## src/scs_pkg.sv

```systemverilog
package scs_pkg;

  // register byte offsets on the bus
  localparam logic [3:0] REG_OSC_CTRL = 4'h0;
  localparam logic [3:0] REG_SEC_TIMER = 4'h4;
  localparam logic [3:0] REG_PM_STATUS = 4'h8;

  // oscillator_control field positions
  localparam int IDLE_BIT = 7;
  localparam int READY_BIT = 3;
  localparam int SEL_HI = 1;
  localparam int SEL_LO = 0;

  // secondary_timer_control field positions
  localparam int SEC_EN_BIT = 3;
  localparam int SEC_ACT_BIT = 6;

  // reset values
  localparam logic IDLE_RST = 1'h0;
  localparam logic [1:0] SEL_RST = 2'h0;
  localparam logic SEC_EN_RST = 1'h0;

  // clock_source_select codes
  localparam logic [1:0] SEL_DEFAULT = 2'h0;
  localparam logic [1:0] SEL_SEC = 2'h1;
  localparam logic [1:0] SEL_PRI = 2'h2;
  localparam logic [1:0] SEL_RC = 2'h3;

  // primary_mode_config encoding of crystal_oscillator_mode
  localparam logic [1:0] CRYSTAL_MODE = 2'h0;

  // switch and start-up counts, in source clock cycles
  localparam int OLD_EDGES = 2;
  localparam int NEW_EDGES = 3;
  localparam int OST_CYCLES = 1024;

  typedef enum logic [1:0] {SRC_RC, SRC_PRI, SRC_SEC} scs_src_e;
  typedef enum logic [1:0] {PM_RUN, PM_IDLE, PM_SLEEP} scs_pm_e;
  typedef enum logic [1:0] {SW_STEADY, SW_OLD, SW_NEW} scs_sw_e;

endpackage

```

## src/scs_clock_switch.sv

```systemverilog
// Functional notes
// [RQ1] select codes 11 rc, 10 primary, 01 secondary
// [RQ2] code 00 follows default source config bit
// [RQ3] every reset clears the source select field
// [RQ4] rc clocks device until configuration loaded
// [RQ5] select write moves clock after transition
// [RQ6] glitch-free: two old, three-four new cycles
// [RQ7] secondary ignored while its oscillator disabled
// [RQ8] software starts secondary before sleep
// [RQ9] ready flag set once start-up timer expired
// [RQ10] ready resets 0 for crystal with two-speed
// [RQ11] at most one source flag set
// [RQ12] idle select: 1 idle, 0 full sleep
// [RQ13] unimplemented control bits read zero
// [RQ14] primary runs only in run or primary idle
// [RQ15] secondary clocks device in secondary modes
// [RQ16] rc output used directly as device clock
// [RQ17] full sleep stops all device clock sources; here the secondary keeps running while enabled, and rc while two-speed is set
// [RQ18] rc stays on for watchdog or monitor
// [RQ19] idle select sampled at sleep instruction
// [RQ20] crystal start-up counts 1024 oscillator cycles
// [RQ21] device clock held inactive during switch
// [RQ22] switch pends until new source available
//
// Local design decisions: the register addresses and the Avalon-MM interface to the registers.
`timescale 1ns/1ps
`default_nettype none
module scs_clock_switch
  import scs_pkg::*;
#(
  parameter int OST_COUNT = OST_CYCLES
) (
  // clock and reset
  input wire logic core_clk,
  input wire logic rstn,
  // avalon-mm slave
  input wire logic [3:0] avs_address,
  input wire logic avs_read,
  input wire logic avs_write,
  input wire logic [31:0] avs_writedata,
  input wire logic [3:0] avs_byteenable,
  output logic [31:0] avs_readdata,
  output logic avs_waitrequest,
  // oscillator outputs, sampled as pins
  input wire logic primary_osc_in,
  input wire logic secondary_osc_in,
  input wire logic rc_osc_in,
  // configuration pins
  input wire logic config_loaded,
  input wire logic default_source_config,
  input wire logic [1:0] primary_mode_config,
  input wire logic two_speed_enable,
  input wire logic watchdog_enable,
  input wire logic failsafe_enable,
  // core events
  input wire logic sleep_exec,
  input wire logic wake_event,
  // oscillator run controls
  output logic primary_osc_run,
  output logic secondary_osc_run,
  output logic rc_osc_run,
  // device clock enables and state
  output logic sys_clk_en,
  output logic cpu_clk_en,
  output logic periph_clk_en,
  output logic [1:0] power_mode,
  output logic [1:0] active_source
);

  localparam int NP = 10;
  localparam int OW = $clog2(OST_COUNT + 1);

  // two-flop synchronisers plus an edge stage for the three sources
  logic [NP-1:0] meta_r;
  logic [NP-1:0] sync_r;
  logic [2:0] osc_d_r;
  always_ff @(posedge core_clk) begin
    meta_r <= {primary_osc_in, secondary_osc_in, rc_osc_in, config_loaded, default_source_config,
               primary_mode_config, two_speed_enable, watchdog_enable, failsafe_enable};
    sync_r <= meta_r;
    osc_d_r <= sync_r[NP-1:NP-3];
  end

  logic cfg_s;
  logic dflt_s;
  logic crystal_s;
  logic two_speed_s;
  logic wdt_s;
  logic fscm_s;
  logic [2:0] rise;
  assign cfg_s = sync_r[6];
  assign dflt_s = sync_r[5];
  assign crystal_s = (sync_r[4:3] == CRYSTAL_MODE);
  assign two_speed_s = sync_r[2];
  assign wdt_s = sync_r[1];
  assign fscm_s = sync_r[0];
  assign rise = sync_r[NP-1:NP-3] & ~osc_d_r; // {pri, sec, rc}

  // select code to source
  function automatic scs_src_e src_of_code(input logic [1:0] code, input logic dflt);
    case (code)
      SEL_RC: src_of_code = SRC_RC; // RQ1
      SEL_PRI: src_of_code = SRC_PRI; // RQ1
      SEL_SEC: src_of_code = SRC_SEC; // RQ1
      default: src_of_code = dflt ? SRC_PRI : SRC_RC; // RQ2
    endcase
  endfunction

  // rising edge of a given source, taken straight from the sampled output
  function automatic logic edge_of(input scs_src_e src, input logic [2:0] r);
    case (src)
      SRC_PRI: edge_of = r[2];
      SRC_SEC: edge_of = r[1];
      default: edge_of = r[0]; // RQ16
    endcase
  endfunction

  // state
  logic idle_sel_r, idle_sel_nxt;
  logic [1:0] sel_r, sel_nxt;
  logic sec_en_r, sec_en_nxt;
  scs_src_e cur_src_r, cur_src_nxt;
  scs_src_e new_src_r, new_src_nxt;
  scs_sw_e sw_r, sw_nxt;
  logic [1:0] edge_cnt_r, edge_cnt_nxt;
  scs_pm_e pm_r, pm_nxt;
  logic [OW-1:0] ost_cnt_r, ost_cnt_nxt;
  logic ost_done_r, ost_done_nxt;
  logic pri_run_d_r;
  logic ack_r, ack_nxt;
  logic [31:0] rdata_r, rdata_nxt;

  scs_src_e want;
  logic avail;
  logic ready_flag;
  logic sec_active;
  logic pri_run;
  logic old_edge;
  logic new_edge;
  logic req;

  assign req = avs_read | avs_write;
  assign old_edge = edge_of(cur_src_r, rise);
  assign new_edge = edge_of(new_src_r, rise);
  assign ready_flag = ost_done_r & (cur_src_r == SRC_PRI); // RQ9 RQ11
  assign sec_active = (cur_src_r == SRC_SEC); // RQ11

  // primary stops outside run, except primary idle; sleep stops it too
  always_comb begin
    pri_run = 1'b0;
    if (cfg_s) begin
      case (pm_r)
        PM_RUN: pri_run = (cur_src_r == SRC_PRI) || (want == SRC_PRI) ||
                          (sw_r != SW_STEADY && new_src_r == SRC_PRI); // RQ14
        PM_IDLE: pri_run = (cur_src_r == SRC_PRI); // RQ14
        default: pri_run = 1'b0; // RQ17
      endcase
    end
  end

  // target source and whether it is ready to take over
  always_comb begin
    want = cfg_s ? src_of_code(sel_r, dflt_s) : SRC_RC; // RQ4
    if (want == SRC_SEC && !sec_en_r) begin
      want = cur_src_r; // RQ7
    end
    case (want)
      SRC_PRI: avail = pri_run & ost_done_r; // RQ22
      SRC_SEC: avail = sec_en_r; // RQ22
      default: avail = 1'b1;
    endcase
  end

  // next-state: registers, switch sequencer, power mode, start-up timer
  always_comb begin
    idle_sel_nxt = idle_sel_r;
    sel_nxt = sel_r;
    sec_en_nxt = sec_en_r;
    cur_src_nxt = cur_src_r;
    new_src_nxt = new_src_r;
    sw_nxt = sw_r;
    edge_cnt_nxt = edge_cnt_r;
    pm_nxt = pm_r;
    ost_cnt_nxt = ost_cnt_r;
    ost_done_nxt = ost_done_r;
    ack_nxt = req & ~ack_r;
    rdata_nxt = rdata_r;

    // register write lands on the edge that ends the wait
    if (avs_write && ack_r && avs_byteenable[0]) begin
      case (avs_address)
        REG_OSC_CTRL: begin
          idle_sel_nxt = avs_writedata[IDLE_BIT];
          sel_nxt = avs_writedata[SEL_HI:SEL_LO]; // RQ5
        end
        REG_SEC_TIMER: sec_en_nxt = avs_writedata[SEC_EN_BIT];
        default: ;
      endcase
    end

    // read data captured one edge ahead so it stands when wait drops
    if (avs_read && !ack_r) begin
      case (avs_address)
        REG_OSC_CTRL: rdata_nxt = {24'h0, idle_sel_r, 3'h0, ready_flag, 1'h0, sel_r}; // RQ13
        REG_SEC_TIMER: rdata_nxt = {25'h0, sec_active, 2'h0, sec_en_r, 3'h0};
        REG_PM_STATUS: rdata_nxt = {27'h0, (sw_r != SW_STEADY), pm_r, cur_src_r};
        default: rdata_nxt = 32'h0;
      endcase
    end

    // switch: stop on old edges, then count new edges before handing over
    case (sw_r)
      SW_STEADY: begin
        if (want != cur_src_r && avail && pm_r != PM_SLEEP) begin // RQ22
          new_src_nxt = want;
          sw_nxt = SW_OLD;
          edge_cnt_nxt = 2'h0;
        end
      end
      SW_OLD: begin
        if (old_edge) begin
          edge_cnt_nxt = edge_cnt_r + 2'h1;
          if (edge_cnt_r == 2'(OLD_EDGES - 1)) begin // RQ6
            sw_nxt = SW_NEW;
            edge_cnt_nxt = 2'h0;
          end
        end
      end
      SW_NEW: begin
        if (new_edge) begin
          edge_cnt_nxt = edge_cnt_r + 2'h1;
          if (edge_cnt_r == 2'(NEW_EDGES - 1)) begin // RQ6
            cur_src_nxt = new_src_r; // RQ5
            sw_nxt = SW_STEADY;
            edge_cnt_nxt = 2'h0;
          end
        end
      end
      default: sw_nxt = SW_STEADY;
    endcase

    // sleep instruction samples idle select at that moment
    case (pm_r)
      PM_RUN: begin
        if (sleep_exec) begin
          pm_nxt = idle_sel_r ? PM_IDLE : PM_SLEEP; // RQ12 RQ19
        end
      end
      PM_IDLE, PM_SLEEP: begin
        if (wake_event) begin
          pm_nxt = PM_RUN;
        end
      end
      default: pm_nxt = PM_RUN;
    endcase

    // start-up timer: crystal needs counted edges, driven clock is ready at once
    if (!cfg_s || !crystal_s) begin
      ost_done_nxt = cfg_s | ~(crystal_s & two_speed_s); // RQ10 until configuration loaded
      ost_cnt_nxt = '0;
    end else if (!pri_run) begin
      if (pri_run_d_r) begin
        ost_done_nxt = 1'b0; // restart after the oscillator was stopped
        ost_cnt_nxt = '0;
      end
    end else if (!ost_done_r && rise[2]) begin
      ost_cnt_nxt = ost_cnt_r + OW'(1);
      if (ost_cnt_r == OW'(OST_COUNT - 1)) begin
        ost_done_nxt = 1'b1; // RQ20 RQ9
      end
    end
  end

  // register everything; synchronous active-low reset
  always_ff @(posedge core_clk) begin
    if (!rstn) begin
      idle_sel_r <= IDLE_RST;
      sel_r <= SEL_RST; // RQ3
      sec_en_r <= SEC_EN_RST;
      cur_src_r <= SRC_RC; // RQ4
      new_src_r <= SRC_RC;
      sw_r <= SW_STEADY;
      edge_cnt_r <= 2'h0;
      pm_r <= PM_RUN;
      ost_cnt_r <= '0;
      ost_done_r <= ~(crystal_s & two_speed_s); // RQ10
      pri_run_d_r <= 1'b0;
      ack_r <= 1'b0;
      rdata_r <= 32'h0;
    end else begin
      idle_sel_r <= idle_sel_nxt;
      sel_r <= sel_nxt;
      sec_en_r <= sec_en_nxt;
      cur_src_r <= cur_src_nxt;
      new_src_r <= new_src_nxt;
      sw_r <= sw_nxt;
      edge_cnt_r <= edge_cnt_nxt;
      pm_r <= pm_nxt;
      ost_cnt_r <= ost_cnt_nxt;
      ost_done_r <= ost_done_nxt;
      pri_run_d_r <= pri_run;
      ack_r <= ack_nxt;
      rdata_r <= rdata_nxt;
    end
  end

  // bus answers one cycle after the request is seen
  assign avs_waitrequest = req & ~ack_r;
  assign avs_readdata = rdata_r;

  // oscillator controls; rc kept alive for watchdog and monitor even in sleep
  assign primary_osc_run = pri_run;
  assign secondary_osc_run = sec_en_r; // RQ15
  assign rc_osc_run = !cfg_s || wdt_s || fscm_s || two_speed_s || // RQ4 RQ18
                      (pm_r != PM_SLEEP && (cur_src_r == SRC_RC || want == SRC_RC ||
                      (sw_r != SW_STEADY && new_src_r == SRC_RC))); // RQ16

  // device clock pulses only from a settled source, never mid-switch
  assign sys_clk_en = old_edge && sw_r == SW_STEADY && pm_r != PM_SLEEP; // RQ21 RQ17
  assign cpu_clk_en = sys_clk_en && pm_r == PM_RUN; // RQ12
  assign periph_clk_en = sys_clk_en;
  assign power_mode = pm_r;
  assign active_source = cur_src_r;
endmodule
`default_nettype wire

```

## config.mk

```make
export PLATFORM = sky130hd
export DESIGN_NAME = scs_clock_switch
export DESIGN_NICKNAME = d
export VERILOG_FILES = /design/src/scs_pkg.sv /design/src/scs_clock_switch.sv
export SDC_FILE = /design/constraint.sdc
export NUM_CORES = 1
export LEC_CHECK = 0
export BUFFER_PORTS_ARGS = -buffer_cell sky130_fd_sc_hd__buf_2
export CAP_MARGIN = 30
export CORE_ASPECT_RATIO = 0.5
export CORE_MARGIN = 4
export CORE_UTILIZATION = 45
export DETAILED_ROUTE_END_ITERATION = 7
export GPL_TIMING_DRIVEN = 0
export PLACE_DENSITY = 0.86
export REMOVE_ABC_BUFFERS = 1
export SLEW_MARGIN = 20
export SYNTH_ARGS = -nofsm -noshare
export SYNTH_HDL_FRONTEND = slang
export SYNTH_SLANG_ARGS = --single-unit
```

## constraint.sdc

```tcl
create_clock -name core_clk -period 2.76 [get_ports core_clk]
set_input_delay 0.276 -clock core_clk [delete_from_list [all_inputs] [get_ports core_clk]]
set_output_delay 0.276 -clock core_clk [all_outputs]
set_load 0.05 [all_outputs]
```

# Word level (Yosys, flattened, before mapping)

Cells that the tools add are included.
Widths: inputs -> output; s select.

Add/sub/neg operators: 2
Equality and inequality tests: 32
Multiplexer cells: 35
Bitwise operators: 11
Reductions and logical operators: 48

Operators with widths:

| kind                  | number |
|---|---|
| $mux 11               | 3 |
| $mux 2                | 15 |
| $pmux 8 s3            | 1 |
| $eq 2x2->1 const B    | 9 |
| $pmux 2 s3            | 3 |
| $ne 2x2->1 const B    | 8 |
| $eq 2x1->1 const B    | 7 |
| $logic_and 1x1->1     | 13 |
| $logic_not 2->1       | 6 |
| $add 11x1->11 const B | 1 |
| $eq 11x10->1 const B  | 1 |
| $reduce_and 2->1      | 5 |
| $logic_or 1x1->1      | 9 |
| $mux 1                | 8 |
| $ne 4x2->1 const B    | 2 |
| $pmux 1 s2            | 4 |
| $reduce_and 3->1      | 2 |
| $logic_not 1->1       | 5 |
| $reduce_and 5->1      | 1 |
| $and 1x1->1           | 4 |
| $eq 4x3->1 const B    | 1 |
| $eq 4x4->1 const B    | 1 |
| $logic_not 4->1       | 1 |
| $ne 4x1->1 const B    | 1 |
| other kinds (12)      | 17 |

Flip-flop bits (word level): 83
Bits of input ports: 56

# Depth between registers and ports, before layout

Gate-level depths: netlist of the first run.

Depth in word-level cells: 17
Mapped depth: 11
Depth with buffers taken out: 11

# Least setup slack after synthesis of the first run

OpenSTA, ideal clock, no wires.

Kind: reg2reg
Start point: reg cur_src_r[0], in the netlist active_source[0]
End point: reg sw_r[1]
Library setup time: 116 ps
Data arrival time: 3297 ps
Slack: -652 ps
Cell stages (with the launch flop): 11
Path through: dfxtp_1 > inv_1 > or4b_2 > a21oi_1 > ha_1 > nand2_1 > o311a_1 > or4_4 > a211oi_4 > nor2_1 > a31o_1

Longest elaborated chain between the ends: 12

Ends and longest elaborated chain:

| what                                  | line                                             | RTL |
|---|---|---|
| from (decl)                           | scs_clock_switch.sv:122                          | `scs_src_e cur_src_r, cur_src_nxt;` |
| from (signal assigned)                | scs_clock_switch.sv:294                          | `cur_src_r <= cur_src_nxt;` |
| $mux 2 (*)                            | scs_clock_switch.sv:164                          | `if (want == SRC_SEC && !sec_en_r) begin` |
| net want[0]                           | scs_clock_switch.sv:133                          | `scs_src_e want;` |
| $eq 2x1->1                            | scs_clock_switch.sv:153, scs_clock_switch.sv:167 |  |
| $logic_or 1x1->1 (2 in a row)         | scs_clock_switch.sv:153                          | `PM_RUN: pri_run = (cur_src_r == SRC_PRI) \|\| (want == SRC_PRI) \|\|` |
| $pmux 1 s2                            | scs_clock_switch.sv:152                          | `case (pm_r)` |
| $mux 1                                | scs_clock_switch.sv:151                          | `if (cfg_s) begin` |
| $and 1x1->1                           | scs_clock_switch.sv:168                          | `SRC_PRI: avail = pri_run & ost_done_r;` |
| $pmux 1 s2                            | scs_clock_switch.sv:167                          | `case (want)` |
| $logic_and 1x1->1 (*) (2 in a row)    | scs_clock_switch.sv:214                          | `if (want != cur_src_r && avail && pm_r != PM_SLEEP) begin` |
| $ne 2x2->1 (no source line) (*)       | -                                                |  |
| $reduce_and 5->1 (no source line) (*) | -                                                |  |
| to (signal assigned)                  | scs_clock_switch.sv:296                          | `sw_r <= sw_nxt;` |
| to (decl)                             | scs_clock_switch.sv:124                          | `scs_sw_e sw_r, sw_nxt;` |

The timed path passes the listed nets; every way through them passes the cells marked *.
A chain may end at the register's enable or synchronous reset.

# Worst setup path after layout of the first run

Same ends and word-level chain as after synthesis.

==> reports/results.ini, run 1 <==
[status]
run_status = finished, violations left
violations = negative setup slack

[clock_network]
cts-buffers-inserted = 9
cts_tree = done
clkSinkCount = 58
clock_tree.buffer_depth = 2
clk_latency_ps = 330
h-tree-depth = 3
path_clk_slew_ps = 50
cts-root-buf = clkbuf_16

[global_routing]
grt_use_total_pct = 17.7
grt.overflow.total = 0
grt_pass1_vias = 2188
grt_start_max_net_pins = 29
grt_pass1_wl_um = 10600
antenna_found_initial = 0

[setup_path]
arrival_ps = 3040
cp-end-kind = flop
cp_slowest_stage_delay_ps = 560
slowest_stage = or4b_4
cp.required_ps = 2980
crit_chain = inv_4 -> or4b_4 -> a21oi_4 -> ha_4 -> nand2_2 -> o311a_1 -> or4_4 -> a211oi_4 -> nor2_1 -> a31o_1
crit_buf_inv = 1
cp_max_fo = 4
critPathTopFamily = simple AND/OR/NAND/NOR gates
cp-start-kind = flop
timing_worst_setup_path_type = flop to flop

[routing]
drcViolationCount = 0
drt_wl_total_um = 6960
firstDrtPassIters = 4
antenna_left = 0
vias = 2327
vias_per_cell = 5.15
wire_per_inst_um = 15.4
dr.first_iter.drc_count = 119

[finish]
fillCellCount = 430
multiInputGateArea_mm2 = 0.00150
antenna-diode-count = 0
layout-drive-gt1-share_pct = 25.8
nets = 436
areaGrowthSynthToFinish_pct = 26.2
final-seq-area_mm2 = 0.00118

[place]
portBuffers = 42
dpl.hpwl_um = 4050
place.gp.congestion = 0.819
post-place-ws_ps = -593

[synthesis]
ys_warn_count = 0
synth-edff-count = 1
synthesis.area_mm2 = 0.00279
ys_top_cells_by_count = 57 x dfxtp_1, 27 x nand2_1, 26 x buf_4
yosys.area.top_type = dfxtp_1
ys_ff_latch = 58
synth_most_common_cell = dfxtp_1
synth.distinct_cells = 47
yosys-top-cells-area = dfxtp_1 41%, ha_1 7.6%, buf_4 7.0%
synth_ff_type = dfxtp_1
synth_top_area_share_pct = 40.8
avgSynthCellArea_um2 = 9.13
async_flop_share_pct = 0
synth_cells = 306
ys_seq_area_share_pct = 41.9

[timing]
setup_viol = 2
holdWs_ps = 46.1
period_needed_ps = 2820
fin_crit_sh_pct = 102
report.final.slew_viol_count = 0
hold_viol = 0
relSlewSlack_pct = 55.7
setup_ws_ps = -59.6
tns_ps = -75.1
clock_skew_ps = 7.41
fmax_ghz = 0.355
grt_setup_unrepaired = true
worst_pin_slew_ps = 664

[pwr]
power_density_mw_per_mm2 = 736
ir_drop_mv = 0.373
p_leak_nw = 1.44
power_w = 0.00259

[job]
cap_violations = 0

[floorplanning]
initial_core_util_pct = 48.8
coreArea_mm2 = 0.00573
die_w_um = 119
placementRows = 19
pin_count = 99
dieHeight_um = 63.7
dieArea_mm2 = 0.00761

[hold_path]
hold_class = input pin to flop

## worst reg2reg max path, stage by stage, from the launching register on
cell      delay [ps]
dfxtp_4          370
inv_4             40
or4b_4           560
a21oi_4          220
ha_4             190
nand2_2           50
o311a_1          280
or4_4            480
a211oi_4         260
nor2_1            80
a31o_1           180
## through the flow
step	utilization, %	cell area (um^2)	instances
after floorplan	-	2660	297
after global placement	52.0	2980	423
after detailed placement	52.1	2980	424
after CTS	59.5	3410	445
after global routing	61.6	3530	452
final	61.6	3530	452
## what timing repair did
item	CTS	global route
setup buffers	5	6
setup endpoints to repair	20	21
gates resized for setup	12	23
pin swaps	4	6
gates cloned	0	1
hold buffers	0	0
## cells by family (layout without fill, tap and decap cells)
family / count (synthesis) / in the layout / share of synthesized area [%]
other: 1 / 25 / 0.134
muxes: 13 / 13 / 4.79
xor gates and xnor gates: 3 / 3 / 0.941
buffers and inverters: 52 / 90 / 10.5
adders and majority gates: 17 / 17 / 7.61
and+or+nand+nor: 108 / 108 / 20.9
AOI/OAI and AO/OA: 54 / 54 / 13.2
DFF: 58 / 58 / 41.9
## layout make-up
cell class                 instances  area share, %
clock buffer                      11           6.88
multi-input combinational        220           42.6
sequential                        58           33.3
timing repair buffer              55           9.22
tap                               84           2.98
clock inverter                     5           2.91
inverter                          19           2.09
## final timing paths
path                     to              from  slack, ps  cells past startpoint
setup / recovery    sw_r[1]  active_source[0]        -60                     10
hold / removal    meta_r[9]    primary_osc_in         50                      1
setup reg to reg    sw_r[1]  active_source[0]        -60                     10
hold reg to reg   sync_r[1]         meta_r[1]        330                      0
## cells in the final DEF, fill, tap and decap left out, types with 7 or more instances in the layout
| cell type | synthesis | layout |
|---|---|---|
| dfxtp_1 | 57 | 55 |
| mux2i_1 | 10 | 10 |
| a21oi_1 | 13 | 10 |
| o21ai_0 | 9 | 8 |
| nor2_1 | 16 | 14 |
| nand2_1 | 27 | 26 |
| ha_1 | 17 | 16 |
| a21boi_0 | 9 | 7 |
| buf_2 | 0 | 41 |
| buf_4 | 26 | 11 |
| nor2b_1 | 12 | 12 |
| nor3_1 | 8 | 7 |
| conb_1 | 1 | 25 |
| nand2b_1 | 7 | 7 |
| inv_1 | 18 | 16 |
| clkbuf_16 | 0 | 9 |
| nand3_1 | 8 | 7 |
## registers in the layout (all words and copies together) (netlist names)
| signal | cells |
|---|---|
| ost_cnt_r | 11 |
| meta_r | 10 |
| sync_r | 10 |
| avs_readdata | 7 |
| osc_d_r | 3 |
| active_source | 2 |
| edge_cnt_r | 2 |
| new_src_r | 2 |
| power_mode | 2 |
| sel_r | 2 |
| sw_r | 2 |
| ack_r | 1 |
| idle_sel_r | 1 |
| ost_done_r | 1 |
| pri_run_d_r | 1 |
| secondary_osc_run | 1 |
## report_power, final
part | internal (W) | switching, W
clock | 0.000904 | 0.000381
sequential | 0.000871 | 0.0000214
combinational | 0.000137 | 0.000280
total | 0.00191 | 0.000683
## per-layer routing
metal	vias up	GRT usage, %	routed length (um)
met5	-	0	0
met1	1097	19.7	2930
met3	21	6.26	423
met2	92	30.9	3400
li1	1117	-	-
met4	0	7.99	215
No activity file was read; power rests on OpenSTA's default activity.
==> inputs of run 2 (changes only) <==
==> constraint.sdc (replaced) <==
create_clock -name core_clk -period 2.76 [get_ports core_clk]
set_input_delay 0.828 -clock core_clk [delete_from_list [all_inputs] [get_ports core_clk]]
set_output_delay 0.828 -clock core_clk [all_outputs]
set_load 0.05 [all_outputs]
==> reports/results.ini, run 2 (synthesis gave the netlist of run 1 again) <==
[place]
placedCellCount = 424  ; unchanged
dpl_cell_area_mm2 = 0.00298  ; unchanged
dpl.hpwl_um = 4050  ; unchanged
place.gp.congestion = 0.819  ; unchanged
portBuffers = 42  ; unchanged

[finish]
final_common_cell = dfxtp_1  ; unchanged
largest_reg_flops = 11  ; unchanged
layout-drive-gt1-share_pct = 26.4  ; was 25.8%
final_cell_mix = 52 x dfxtp_1, 37 x buf_2, 27 x nand2_1  ; was 55 x dfxtp_1, 41 x buf_2, 26 x nand2_1
nets = 435  ; was 436
final_area_mm2 = 0.00354  ; was 0.00353 mm^2
max_flop_register = ost_cnt_r  ; unchanged
top_regs = ost_cnt_r (11), meta_r (10), sync_r (10)  ; unchanged
final_cell_count_no_fill = 451  ; was 452
areaGrowthSynthToFinish_pct = 26.6  ; was 26.2%
utilization_pct = 61.8  ; was 61.6%
antenna-diode-count = 0  ; unchanged

[floorplanning]
dieHeight_um = 63.7  ; unchanged
coreArea_mm2 = 0.00573  ; unchanged
placementRows = 19  ; unchanged
initial_core_util_pct = 48.8  ; unchanged
die_w_um = 119  ; unchanged
pin_count = 99  ; unchanged
dieArea_mm2 = 0.00761  ; unchanged

[routing]
drt_wl_total_um = 6970  ; was 6960 um
firstDrtPassIters = 5  ; was 4
antenna_left = 0  ; unchanged
vias_per_cell = 5.19  ; was 5.15
wire_per_inst_um = 15.4  ; about the same
dr.first_iter.drc_count = 152  ; was 119
vias = 2342  ; was 2327
drcViolationCount = 0  ; unchanged

[setup_path]
cp-start-kind = flop  ; unchanged
arrival_ps = 2370  ; was 3040 ps
cp.required_ps = 1930  ; was 2980 ps
crit_chain = inv_4 -> or4b_4 -> a21oi_4 -> ha_2 -> nor2_2 -> a21o_1 -> or2_4 -> inv_2 -> buf_8  ; was inv_4 -> or4b_4 -> a21oi_4 -> ha_4 -> nand2_2 -> o311a_1 -> or4_4 -> a211oi_4 -> nor2_1 -> a31o_1
timing_worst_setup_path_type = flop to primary output  ; was flop to flop
r2r-start = active_source[0]  ; unchanged
critPathTopFamily = simple AND/OR/NAND/NOR gates  ; unchanged
worstSetupPathDepth = 9  ; was 10
slowest_stage = or4b_4  ; unchanged
regToRegSetupSlack_ps = 0  ; was -60 ps
crit_buf_inv = 3  ; was 1
cp-end-kind = primary output  ; was flop
cp_slowest_stage_delay_ps = 500  ; was 560 ps
timing.rr.end = sw_r[0]  ; was sw_r[1]
cp_max_fo = 4  ; unchanged
reg2reg_depth = 12  ; was 10

[clock_network]
clk_latency_ps = 330  ; about the same
cts-buffers-inserted = 9  ; unchanged
clkSinkCount = 58  ; unchanged
clock_tree.buffer_depth = 2  ; unchanged
cts-root-buf = clkbuf_16  ; unchanged
cts_tree = done  ; unchanged
cts_hold_buf = 0  ; unchanged
h-tree-depth = 3  ; unchanged
path_clk_slew_ps = 50  ; about the same

[timing]
tns_ps = -924  ; was -75.1 ps
hold_viol = 0  ; unchanged
setup_viol = 5  ; was 2
clock_skew_ps = 7.24  ; was 7.41 ps
report.final.slew_viol_count = 0  ; unchanged
grt_setup_unrepaired = true  ; unchanged
worst_pin_slew_ps = 686  ; was 664 ps
setup_ws_ps = -436  ; was -59.6 ps
fmax_ghz = 0.313  ; was 0.355 GHz
relSlewSlack_pct = 54.1  ; was 55.7%
period_needed_ps = 3200  ; was 2820 ps
fin_crit_sh_pct = 116  ; was 102%

[global_routing]
antenna_found_initial = 0  ; unchanged
grt_use_total_pct = 18.4  ; was 17.7%
grt_pass1_wl_um = 11100  ; was 10600 um
grt_pass1_vias = 2296  ; was 2188
grt_start_max_net_pins = 29  ; unchanged
grt.overflow.total = 0  ; unchanged

[pwr]
power_w = 0.00260  ; was 0.00259 W
p_leak_nw = 1.44  ; about the same
power_density_mw_per_mm2 = 736  ; about the same
ir_drop_mv = 0.372  ; was 0.373 mV

[hold_path]
whs_path_depth = 0  ; was 1
hp-start = meta_r[1]  ; was primary_osc_in
hold_end = sync_r[1]  ; was meta_r[9]
hold_class = flop to flop  ; was input pin to flop

[status]
violations = negative setup slack  ; unchanged
run_status = finished, violations left  ; unchanged

[job]
cap_violations = 0  ; unchanged

==> run 2: worst register-to-register path: stages (launching register included) <==
cell,delay (ps)
dfxtp_4,370
inv_4,40
or4b_4,500
a21oi_4,180
buf_4,140
inv_1,50
ha_1,280
o311a_1,110
or4_4,480
a211oi_4,240
buf_4,150
nand3_1,60
o21ai_0,80
==> run 2: power by group <==
group          switching, W  internal, W
Sequential        0.0000211     0.000869
Clock              0.000381     0.000904
Combinational      0.000288     0.000141
Total              0.000690      0.00191
==> run 2: worst max-delay path by stage <==
stage,slack [ps],startpoint,to
final,-440,active_source[0],primary_osc_run
after global routing,-500,active_source[0],primary_osc_run
after CTS,-350,active_source[0],primary_osc_run
after detailed placement,-780,active_source[0],primary_osc_run
after global placement,-910,active_source[0],ost_cnt_r[2]
after floorplan,-870,active_source[0],primary_osc_run
==> run 2: timing repair <==
item | in CTS | in global routing
cloned | 0 | 0
resized for setup | 32 | 12
buffers inserted | 10 | 1
pin swaps | 6 | 4
endpoints found under the setup margin | 23 | 20
==> run 2: final cells by class <==
class | instances | area, um^2
fillers | 424 | 2190
multi-input cells | 220 | 1500
flip-flops and latches | 58 | 1190
repair buffers | 54 | 332
clock buffers | 11 | 243
well taps | 84 | 105
clock inverters | 5 | 103
inverters | 19 | 73.8
==> run 2: routing by layer <==
layer	track usage [%]	share of wire, %
met5	0	0
met4	8.99	3.3
met3	6.52	8.0
met2	31.9	48
met1	20.5	40
==> run 2: through the flow <==
step / hold slack, ps / worst slack, ps
after floorplan: 310 / -873
after global placement: 312 / -905
after global routing: 331 / -505
after CTS: 324 / -351
after detailed placement: 312 / -779
final: 325 / -436
